$ cat src/design/acrb_cfg.svh
// Register offsets, field positions and reset values of the converter configuration bank
`ifndef ACRB_CFG_SVH
`define ACRB_CFG_SVH

// Register offsets on the serial control port
`define ACRB_OFF_CHANNEL_INDEX 13'h005
`define ACRB_OFF_POWER_MODES 13'h008
`define ACRB_OFF_ENHANCE_CTRL 13'h00c
`define ACRB_OFF_OUTPUT_MODE 13'h014
`define ACRB_OFF_OUTPUT_ADJUST 13'h015
`define ACRB_OFF_OUTPUT_PHASE 13'h016
`define ACRB_OFF_SERIAL_CTRL 13'h021
`define ACRB_OFF_TRANSFER 13'h0ff
`define ACRB_OFF_OVERRIDE 13'h100
`define ACRB_OFF_USER_IO_TWO 13'h101

// Writable bits of each register; open bits read zero
`define ACRB_MASK_INDEX 8'h0f
`define ACRB_MASK_POWER 8'h23
`define ACRB_MASK_ENHANCE 8'h04
`define ACRB_MASK_OMODE 8'h45
`define ACRB_MASK_OADJ 8'h31
`define ACRB_MASK_OPHASE 8'h7f
`define ACRB_MASK_SERIAL 8'hff
`define ACRB_MASK_OVERRIDE 8'h77
`define ACRB_MASK_USER_IO 8'h01

// Field positions
`define ACRB_BIT_PIN_FUNC 5
`define ACRB_BIT_CHOP 2
`define ACRB_BIT_IEEE 6
`define ACRB_BIT_INVERT 2
`define ACRB_BIT_TWOS 0
`define ACRB_BIT_DRIVE 0
`define ACRB_BIT_COMMIT 0
`define ACRB_BIT_OVR_EN 6
`define ACRB_BIT_PULLDN_OFF 0

// Reset values
`define ACRB_RST_ZERO 8'h00
`define ACRB_RST_SERIAL 8'h30

// Highest valid output clock phase step (660 degrees)
`define ACRB_DCO_PHASE_MAX 4'hb

`endif

$ cat src/design/acrb_pkg.sv
// Types shared by the converter configuration bank
package acrb_pkg;

  // Power state after combining register field and pin
  typedef enum logic [1:0] {
    ACRB_NORMAL,
    ACRB_FULL_PD,
    ACRB_STANDBY,
    ACRB_DIG_RST
  } acrb_pwr_t;

  // Per-channel output settings
  typedef struct packed {
    logic ieee_range;
    logic invert;
    logic twos_comp;
    logic [1:0] term_sel;
    logic drive_2x;
    logic [2:0] in_phase;
    logic [3:0] dco_phase;
  } acrb_chan_t;

  // Datapath power controls
  typedef struct packed {
    logic clk_en;
    logic dp_reset;
    logic out_en;
    logic out_reset;
  } acrb_pwr_ctl_t;

  // Committed rate and resolution limit
  typedef struct packed {
    logic enable;
    logic [1:0] resolution;
    logic [2:0] max_rate;
  } acrb_ovr_t;

endpackage : acrb_pkg

$ cat src/design/acrb_reg_bank.sv
// Configuration register bank of a four-channel serial-output converter
`timescale 1ns/1ps
`default_nettype none
`include "acrb_cfg.svh"

module acrb_reg_bank
  import acrb_pkg::*;
#(
  parameter int NCH = 4
)(
  // Clock and power-on reset
  input wire logic clk_i,
  input wire logic reset_i,
  // Register access from the serial control port
  input wire logic reg_wr_i,
  input wire logic reg_rd_i,
  input wire logic [12:0] reg_addr_i,
  input wire logic [7:0] reg_wdata_i,
  output logic [7:0] reg_rdata_o,
  // Device pin
  input wire logic power_down_pin_i,
  // Datapath controls
  output acrb_pwr_t pwr_mode_o,
  output acrb_pwr_ctl_t pwr_ctl_o,
  output logic chop_en_o,
  output acrb_chan_t [NCH-1:0] chan_cfg_o,
  output logic [7:0] serial_ctrl_o,
  output acrb_ovr_t ovr_o,
  output logic sdio_pulldown_en_o
);

  // Address match, shared by write and read decode
  function automatic logic hit(input logic [12:0] a, input logic [12:0] off);
    hit = (a == off);
  endfunction : hit

  // Lowest selected channel, used for per-channel read-back
  function automatic int first_sel(input logic [3:0] idx);
    first_sel = 0;
    for (int i = NCH - 1; i >= 0; i--)
    begin
      if (idx[i])
        first_sel = i;
    end
  endfunction : first_sel

  logic [3:0] index_ff;
  logic [7:0] power_ff;
  logic [7:0] enh_ff;
  logic [7:0] serial_ff;
  logic [7:0] ovr_ff;
  logic [7:0] uio_ff;
  logic [7:0] omode_ff [NCH];
  logic [7:0] oadj_ff [NCH];
  logic [7:0] ophase_ff [NCH];
  acrb_ovr_t ovr_act_ff;
  logic pd_s1_ff;
  logic pd_s2_ff;
  logic pd_s3_ff;
  logic pd_lvl_ff;

  // Write strobes per register
  wire logic wr_index = reg_wr_i && hit(reg_addr_i, `ACRB_OFF_CHANNEL_INDEX);
  wire logic wr_power = reg_wr_i && hit(reg_addr_i, `ACRB_OFF_POWER_MODES);
  wire logic wr_enh = reg_wr_i && hit(reg_addr_i, `ACRB_OFF_ENHANCE_CTRL);
  wire logic wr_omode = reg_wr_i && hit(reg_addr_i, `ACRB_OFF_OUTPUT_MODE);
  wire logic wr_oadj = reg_wr_i && hit(reg_addr_i, `ACRB_OFF_OUTPUT_ADJUST);
  wire logic wr_ophase = reg_wr_i && hit(reg_addr_i, `ACRB_OFF_OUTPUT_PHASE);
  wire logic wr_serial = reg_wr_i && hit(reg_addr_i, `ACRB_OFF_SERIAL_CTRL);
  wire logic wr_xfer = reg_wr_i && hit(reg_addr_i, `ACRB_OFF_TRANSFER);
  wire logic wr_ovr = reg_wr_i && hit(reg_addr_i, `ACRB_OFF_OVERRIDE);
  wire logic wr_uio = reg_wr_i && hit(reg_addr_i, `ACRB_OFF_USER_IO_TWO);
  wire logic commit = wr_xfer && reg_wdata_i[`ACRB_BIT_COMMIT];

  // Global registers; only power-on reset clears them, never a power mode
  always_ff @(posedge clk_i)
  begin
    if (reset_i)
    begin
      index_ff <= 4'h0;
      power_ff <= `ACRB_RST_ZERO;
      enh_ff <= `ACRB_RST_ZERO;
      serial_ff <= `ACRB_RST_SERIAL;
      ovr_ff <= `ACRB_RST_ZERO;
      uio_ff <= `ACRB_RST_ZERO;
    end
    else
    begin
      if (wr_index)
        index_ff <= reg_wdata_i[3:0];
      if (wr_power)
        power_ff <= reg_wdata_i & `ACRB_MASK_POWER;
      if (wr_enh)
        enh_ff <= reg_wdata_i & `ACRB_MASK_ENHANCE;
      if (wr_serial)
        serial_ff <= reg_wdata_i & `ACRB_MASK_SERIAL;
      if (wr_ovr)
        ovr_ff <= reg_wdata_i & `ACRB_MASK_OVERRIDE;
      if (wr_uio)
        uio_ff <= reg_wdata_i & `ACRB_MASK_USER_IO;
    end
  end

  // Staged override packed into the committed layout
  wire acrb_ovr_t ovr_stage = {ovr_ff[`ACRB_BIT_OVR_EN], ovr_ff[5:4], ovr_ff[2:0]};

  // Override shadow: staged value stays inert until the transfer bit
  always_ff @(posedge clk_i)
  begin
    if (reset_i)
      ovr_act_ff <= '0;
    else if (commit)
      ovr_act_ff <= ovr_stage;
  end

  // Per-channel registers gated by the index bits
  genvar c;
  generate
    for (c = 0; c < NCH; c++)
    begin : g_chan
      always_ff @(posedge clk_i)
      begin
        if (reset_i)
        begin
          omode_ff[c] <= `ACRB_RST_ZERO;
          oadj_ff[c] <= `ACRB_RST_ZERO;
          ophase_ff[c] <= `ACRB_RST_ZERO;
        end
        else if (index_ff[c])
        begin
          if (wr_omode)
            omode_ff[c] <= reg_wdata_i & `ACRB_MASK_OMODE;
          if (wr_oadj)
            oadj_ff[c] <= reg_wdata_i & `ACRB_MASK_OADJ;
          if (wr_ophase)
            ophase_ff[c] <= reg_wdata_i & `ACRB_MASK_OPHASE;
        end
      end

      // Effective settings; termination wins over 2x drive
      wire logic term_on = |oadj_ff[c][5:4];
      wire logic [3:0] dco_raw = ophase_ff[c][3:0];
      wire logic dco_over = dco_raw > `ACRB_DCO_PHASE_MAX;
      acrb_chan_t nxt_cfg;
      assign nxt_cfg.ieee_range = omode_ff[c][`ACRB_BIT_IEEE];
      assign nxt_cfg.invert = omode_ff[c][`ACRB_BIT_INVERT];
      assign nxt_cfg.twos_comp = omode_ff[c][`ACRB_BIT_TWOS];
      assign nxt_cfg.term_sel = oadj_ff[c][5:4];
      assign nxt_cfg.drive_2x = oadj_ff[c][`ACRB_BIT_DRIVE] && !term_on;
      assign nxt_cfg.in_phase = ophase_ff[c][6:4];
      // Unused codes above 660 degrees hold at the last valid step
      assign nxt_cfg.dco_phase = dco_over ? `ACRB_DCO_PHASE_MAX : dco_raw;

      always_ff @(posedge clk_i)
      begin
        if (reset_i)
          chan_cfg_o[c] <= '0;
        else
          chan_cfg_o[c] <= nxt_cfg;
      end
    end
  endgenerate

  // Pin synchroniser; a level counts once stages two and three agree
  always_ff @(posedge clk_i)
  begin
    if (reset_i)
    begin
      pd_s1_ff <= 1'b0;
      pd_s2_ff <= 1'b0;
      pd_s3_ff <= 1'b0;
      pd_lvl_ff <= 1'b0;
    end
    else
    begin
      pd_s1_ff <= power_down_pin_i;
      pd_s2_ff <= pd_s1_ff;
      pd_s3_ff <= pd_s2_ff;
      if (pd_s2_ff == pd_s3_ff)
        pd_lvl_ff <= pd_s3_ff;
    end
  end

  // Power state: an asserted pin overrides the register field
  wire logic pin_stby = power_ff[`ACRB_BIT_PIN_FUNC];
  wire logic [1:0] pwr_field = power_ff[1:0];
  acrb_pwr_t nxt_mode;
  acrb_pwr_ctl_t nxt_ctl;
  always_comb
  begin
    if (pd_lvl_ff)
      nxt_mode = pin_stby ? ACRB_STANDBY : ACRB_FULL_PD;
    else
    begin
      case (pwr_field)
        2'h0: nxt_mode = ACRB_NORMAL;
        2'h1: nxt_mode = ACRB_FULL_PD;
        2'h2: nxt_mode = ACRB_STANDBY;
        2'h3: nxt_mode = ACRB_DIG_RST;
        default: nxt_mode = ACRB_NORMAL;
      endcase
    end
  end

  // Datapath controls per state; control port is never among them
  always_comb
  begin
    case (nxt_mode)
      ACRB_NORMAL: nxt_ctl = '{1'b1, 1'b0, 1'b1, 1'b0};
      ACRB_FULL_PD: nxt_ctl = '{1'b0, 1'b1, 1'b0, 1'b0};
      ACRB_STANDBY: nxt_ctl = '{1'b0, 1'b0, 1'b0, 1'b0};
      ACRB_DIG_RST: nxt_ctl = '{1'b0, 1'b1, 1'b0, 1'b1};
      default: nxt_ctl = '{1'b1, 1'b0, 1'b1, 1'b0};
    endcase
  end

  // Read mux; per-channel reads show the lowest selected channel
  int rsel;
  assign rsel = first_sel(index_ff);
  logic [7:0] nxt_rdata;
  always_comb
  begin
    nxt_rdata = 8'h00;
    if (hit(reg_addr_i, `ACRB_OFF_CHANNEL_INDEX))
      nxt_rdata = {4'h0, index_ff};
    else if (hit(reg_addr_i, `ACRB_OFF_POWER_MODES))
      nxt_rdata = power_ff;
    else if (hit(reg_addr_i, `ACRB_OFF_ENHANCE_CTRL))
      nxt_rdata = enh_ff;
    else if (hit(reg_addr_i, `ACRB_OFF_OUTPUT_MODE))
      nxt_rdata = omode_ff[rsel];
    else if (hit(reg_addr_i, `ACRB_OFF_OUTPUT_ADJUST))
      nxt_rdata = oadj_ff[rsel];
    else if (hit(reg_addr_i, `ACRB_OFF_OUTPUT_PHASE))
      nxt_rdata = ophase_ff[rsel];
    else if (hit(reg_addr_i, `ACRB_OFF_SERIAL_CTRL))
      nxt_rdata = serial_ff;
    else if (hit(reg_addr_i, `ACRB_OFF_OVERRIDE))
      nxt_rdata = ovr_ff;
    else if (hit(reg_addr_i, `ACRB_OFF_USER_IO_TWO))
      nxt_rdata = uio_ff;
  end

  // Output flops; transfer reads zero since it has no entry in the read mux
  always_ff @(posedge clk_i)
  begin
    if (reset_i)
    begin
      reg_rdata_o <= 8'h00;
      pwr_mode_o <= ACRB_NORMAL;
      pwr_ctl_o <= '{1'b1, 1'b0, 1'b1, 1'b0};
      chop_en_o <= 1'b0;
      serial_ctrl_o <= `ACRB_RST_SERIAL;
      ovr_o <= '0;
      sdio_pulldown_en_o <= 1'b1;
    end
    else
    begin
      if (reg_rd_i)
        reg_rdata_o <= nxt_rdata;
      pwr_mode_o <= nxt_mode;
      pwr_ctl_o <= nxt_ctl;
      chop_en_o <= enh_ff[`ACRB_BIT_CHOP];
      serial_ctrl_o <= serial_ff;
      ovr_o <= ovr_act_ff;
      sdio_pulldown_en_o <= !uio_ff[`ACRB_BIT_PULLDN_OFF];
    end
  end
endmodule : acrb_reg_bank
`default_nettype wire

$ cat config.mk
export PLATFORM = sky130hd
export DESIGN_NAME = acrb_reg_bank
export DESIGN_NICKNAME = d
export VERILOG_FILES = /design/src/design/acrb_pkg.sv /design/src/design/acrb_reg_bank.sv
export VERILOG_INCLUDE_DIRS = /design/src /design/src/design
export SDC_FILE = /design/constraint.sdc
export NUM_CORES = 1
export LEC_CHECK = 0
export BUFFER_PORTS_ARGS = -buffer_cell sky130_fd_sc_hd__buf_2
export CELL_PAD_IN_SITES_DETAIL_PLACEMENT = 1
export CELL_PAD_IN_SITES_GLOBAL_PLACEMENT = 1
export CORE_MARGIN = 1
export CORE_UTILIZATION = 47
export DETAILED_ROUTE_END_ITERATION = 6
export PLACE_DENSITY_LB_ADDON = 0.1
export REMOVE_ABC_BUFFERS = 1
export SLEW_MARGIN = 20
export SYNTH_ARGS = -nofsm -noshare
export SYNTH_HDL_FRONTEND = slang
export SYNTH_SLANG_ARGS = --single-unit
$ cat constraint.sdc
create_clock -name clk_i -period 3.4 [get_ports clk_i]
set_input_delay 0.17 -clock clk_i [delete_from_list [all_inputs] [get_ports clk_i]]
set_output_delay 0.17 -clock clk_i [all_outputs]
set_load 0.02 [all_outputs]
==> results.py <==
metrics = {
    "setup_path": {
        "cp_data_arrival_time_ns": 2.68,
        "crit_top_cell": "a221o_1",
        "crit_family": "compound AO/OA/AOI/OAI gates",
        "start_kind": "register",
        "cpPeakStageDelay_ns": 0.89,
        "r2r_slack_ns": 1.07,
        "endpoint_kind": "register",
        "r2r-end": "reg_rdata_o[4]$_SDFFE_PP0P_",
        "required_ns": 3.75,
        "crit_fanout": 25,
        "critPathKind": "register to register",
        "slowest_stage": "dfxtp_1",
        "crit_buf_inv": 0,
        "cp_cell_sequence": "nand2b_1 -> o32ai_1 -> a221o_1 -> a221o_1 -> a21oi_1",
        "r2r_cells": 5,
        "rr_startpoint": "index_ff[0]$_SDFFE_PP0P_",
    },
    "timing": {
        "maxSlewHeadroom_pct": 41.4,
        "fin_crit_sh_pct": 68.6,
        "fin_tns_setup_ns": 0,
        "setup_violations": 0,
        "layout_setup_ws_ns": 1.07,
        "fin_crit_ns": 2.33,
        "fmaxAchievable_ghz": 0.429,
        "worst_slew_pin_slew_ns": 0.878,
        "hold_viol": 0,
        "slew_viol_final": 0,
        "clock_skew_ns": 0.00505,
        "rsz0062_at_grt": "false",
    },
    "power": {
        "p_per_area_nw_per_um2": 534,
        "p_leak_nw": 3.09,
        "peakVddDrop_v": 0.000272,
    },
    "clocking": {
        "clk_latency_ns": 0.42,
        "postCtsSetupRepairBufs": 0,
        "clk_pin_slew_ns": 0.07,
        "clock_sink_count": 165,
        "cts-resized-gates": 0,
        "cts_tree": "yes",
        "htreeDepth": 4,
        "ctsHoldBuffers": 1,
        "cts-root-buf": "clkbuf_16",
        "cts_buffer_depth": 2,
        "cts_made_buffers": 17,
    },
    "logic_synthesis": {
        "synth_seq_cells": 165,
        "synth_edf_count": 52,
        "async_reset_ff_share_pct": 0,
        "synthFlopType": "dfxtp_1",
        "yosysWarnings": 0,
        "ys_seq_area_share_pct": 58.0,
        "synthDistinctLibCells": 65,
        "synth_area_um2": 6590,
        "syn_inst": 626,
        "avgSynthCellArea_um2": 10.5,
    },
    "layout": {
        "layout_common_cells": "dfxtp_1, buf_2, nor2b_1, edfxtp_1, and2_1",
        "nets": 750,
        "drive_gt1_share_pct": 23.2,
        "syn2layout_area_growth_pct": 19.2,
        "antenna_cells": 0,
        "final_common_cell": "dfxtp_1",
        "finalNonFillerCells": 913,
    },
    "min_path": {
        "min_path_type": "primary input to register",
        "hold_end": "serial_ff[7]$_SDFFE_PP0P_",
        "hold_depth": 3,
        "worstHoldStart": "reg_wdata_i[7]",
    },
    "drt": {
        "drtIter0Drc": 294,
        "via_per_inst": 5.79,
        "dr.pass1.iters": 6,
        "drc": 0,
        "num_vias": 5283,
        "postRouteAntennaNets": 0,
        "wl_per_cell_um": 21.1,
        "routed_wirelength_mm": 19.3,
    },
    "floorplanning": {
        "start_util_pct": 49.0,
        "die_w_um": 120,
        "fp.dieH_um": 120,
        "core-area_um2": 13500,
        "die_area_um2": 14500,
        "fp-row-count": 42,
        "ios": 108,
    },
    "place": {
        "gp_congestion": 0.878,
        "post-dp-hpwl_mm": 13.7,
        "io_buffers": 107,
        "dp.cells": 880,
        "dp_slack_ns": 0.989,
    },
    "grt": {
        "met2_usage_pct": 47.4,
        "grt_util_met1_pct": 32.7,
        "grt_first_pass_wirelength_mm": 29.8,
        "grt_max_degree": 65,
        "antenna_found_initial": 0,
        "grtUsageTotal_pct": 27.6,
        "grt_pass1_vias": 5429,
        "grt-ovfl-total": 0,
        "grt_most_used_layer": "met2",
        "grtUsageMet3_pct": 5.42,
    },
    "run": {
        "maxCapViolCount": 0,
    },
    "outcome": {
        "status": "complete, no violations",
    },
}
-- metal layers --
metal / vias up / part of all wire, %
met3: 48 / 5.3
met2: 217 / 50
li1: 2448 / -
met4: 0 / 3.1
met5: - / 0
met1: 2570 / 41
-- worst register-to-register path, stage by stage, from the launching register on --
cell and delay [ns]:
dfxtp_1 0.89, nand2b_1 0.37, o32ai_1 0.14, a221o_1 0.35, a221o_1 0.36, a21oi_1 0.14
-- worst max-delay path by stage --
stage	start	endpoint	slack [ns]	cells after the start
final	index_ff[0]$_SDFFE_PP0P_	reg_rdata_o[4]$_SDFFE_PP0P_	1.07	5
after floorplan	reg_addr_i[9]	reg_rdata_o[1]$_SDFFE_PP0P_	1.18	5
after global placement	reg_addr_i[9]	reg_rdata_o[4]$_SDFFE_PP0P_	1.05	6
after CTS	index_ff[0]$_SDFFE_PP0P_	reg_rdata_o[4]$_SDFFE_PP0P_	1.11	5
after global routing	index_ff[0]$_SDFFE_PP0P_	reg_rdata_o[4]$_SDFFE_PP0P_	0.96	5
after detailed placement	reg_addr_i[9]	reg_rdata_o[4]$_SDFFE_PP0P_	0.99	6
-- report_power, final --
group / switching (W) / internal [W] / total (W)
clock network: 0.000808 / 0.00108 / 0.00189
logic: 0.000146 / 0.0000636 / 0.000210
registers: 0.0000258 / 0.00207 / 0.00210
total: 0.000980 / 0.00322 / 0.00420
-- cells in the mapped netlist (all sizes together), types with 12 or more instances --
| cell | number | area, um2 |
|---|---|---|
| nand2b | 12 | 75.1 |
| nor2b | 56 | 350 |
| edfxtp | 52 | 1560 |
| clkbuf | 31 | 116 |
| nand3 | 24 | 120 |
| o21ai | 17 | 85.1 |
| nor4 | 13 | 136 |
| nand2 | 40 | 150 |
| a21oi | 43 | 215 |
| and2 | 45 | 282 |
| dfxtp | 113 | 2260 |
| nor2 | 42 | 158 |
-- layout make-up --
type                    instances  area [um2]
clock buffers                  19         464
inverters                       8        30.0
repair buffers                119         631
well taps                     176         220
flip-flops and latches        165        3820
fillers                      1487        5600
clock inverters                13         119
multi-input cells             413        2570
-- metrics by stage --
stage               utilization [%]  power [W]  instance area [um2]  hold WS, ns
floorplan                         -    0.00222                 6420        0.237
global placement               54.0    0.00234                 7260        0.383
detailed placement             54.0    0.00235                 7260        0.390
CTS                            58.4    0.00422                 7860      0.00733
global route                   58.4    0.00431                 7860       0.0342
finish                         58.4    0.00420                 7860       0.0180
-- state kept, by name, summed over array words and instances (netlist names), 2 cells and up --
signal	flops
ophase_ff	28
ovr_o	6
ovr_act_ff	6
oadj_ff	12
chan_cfg_o	52
pwr_ctl_o	2
ovr_ff	6
index_ff	4
omode_ff	12
pwr_mode_o	2
serial_ff	8
serial_ctrl_o	8
power_ff	3
reg_rdata_o	8
-- cells by family after synthesis --
family,count (synthesis),share of synthesized area [%]
compound gates,113,11.4
buf+inv,48,3.00
flops,165,58.0
mux,12,2.22
simple gates,288,25.4
(Power assumes the default switching activity.)
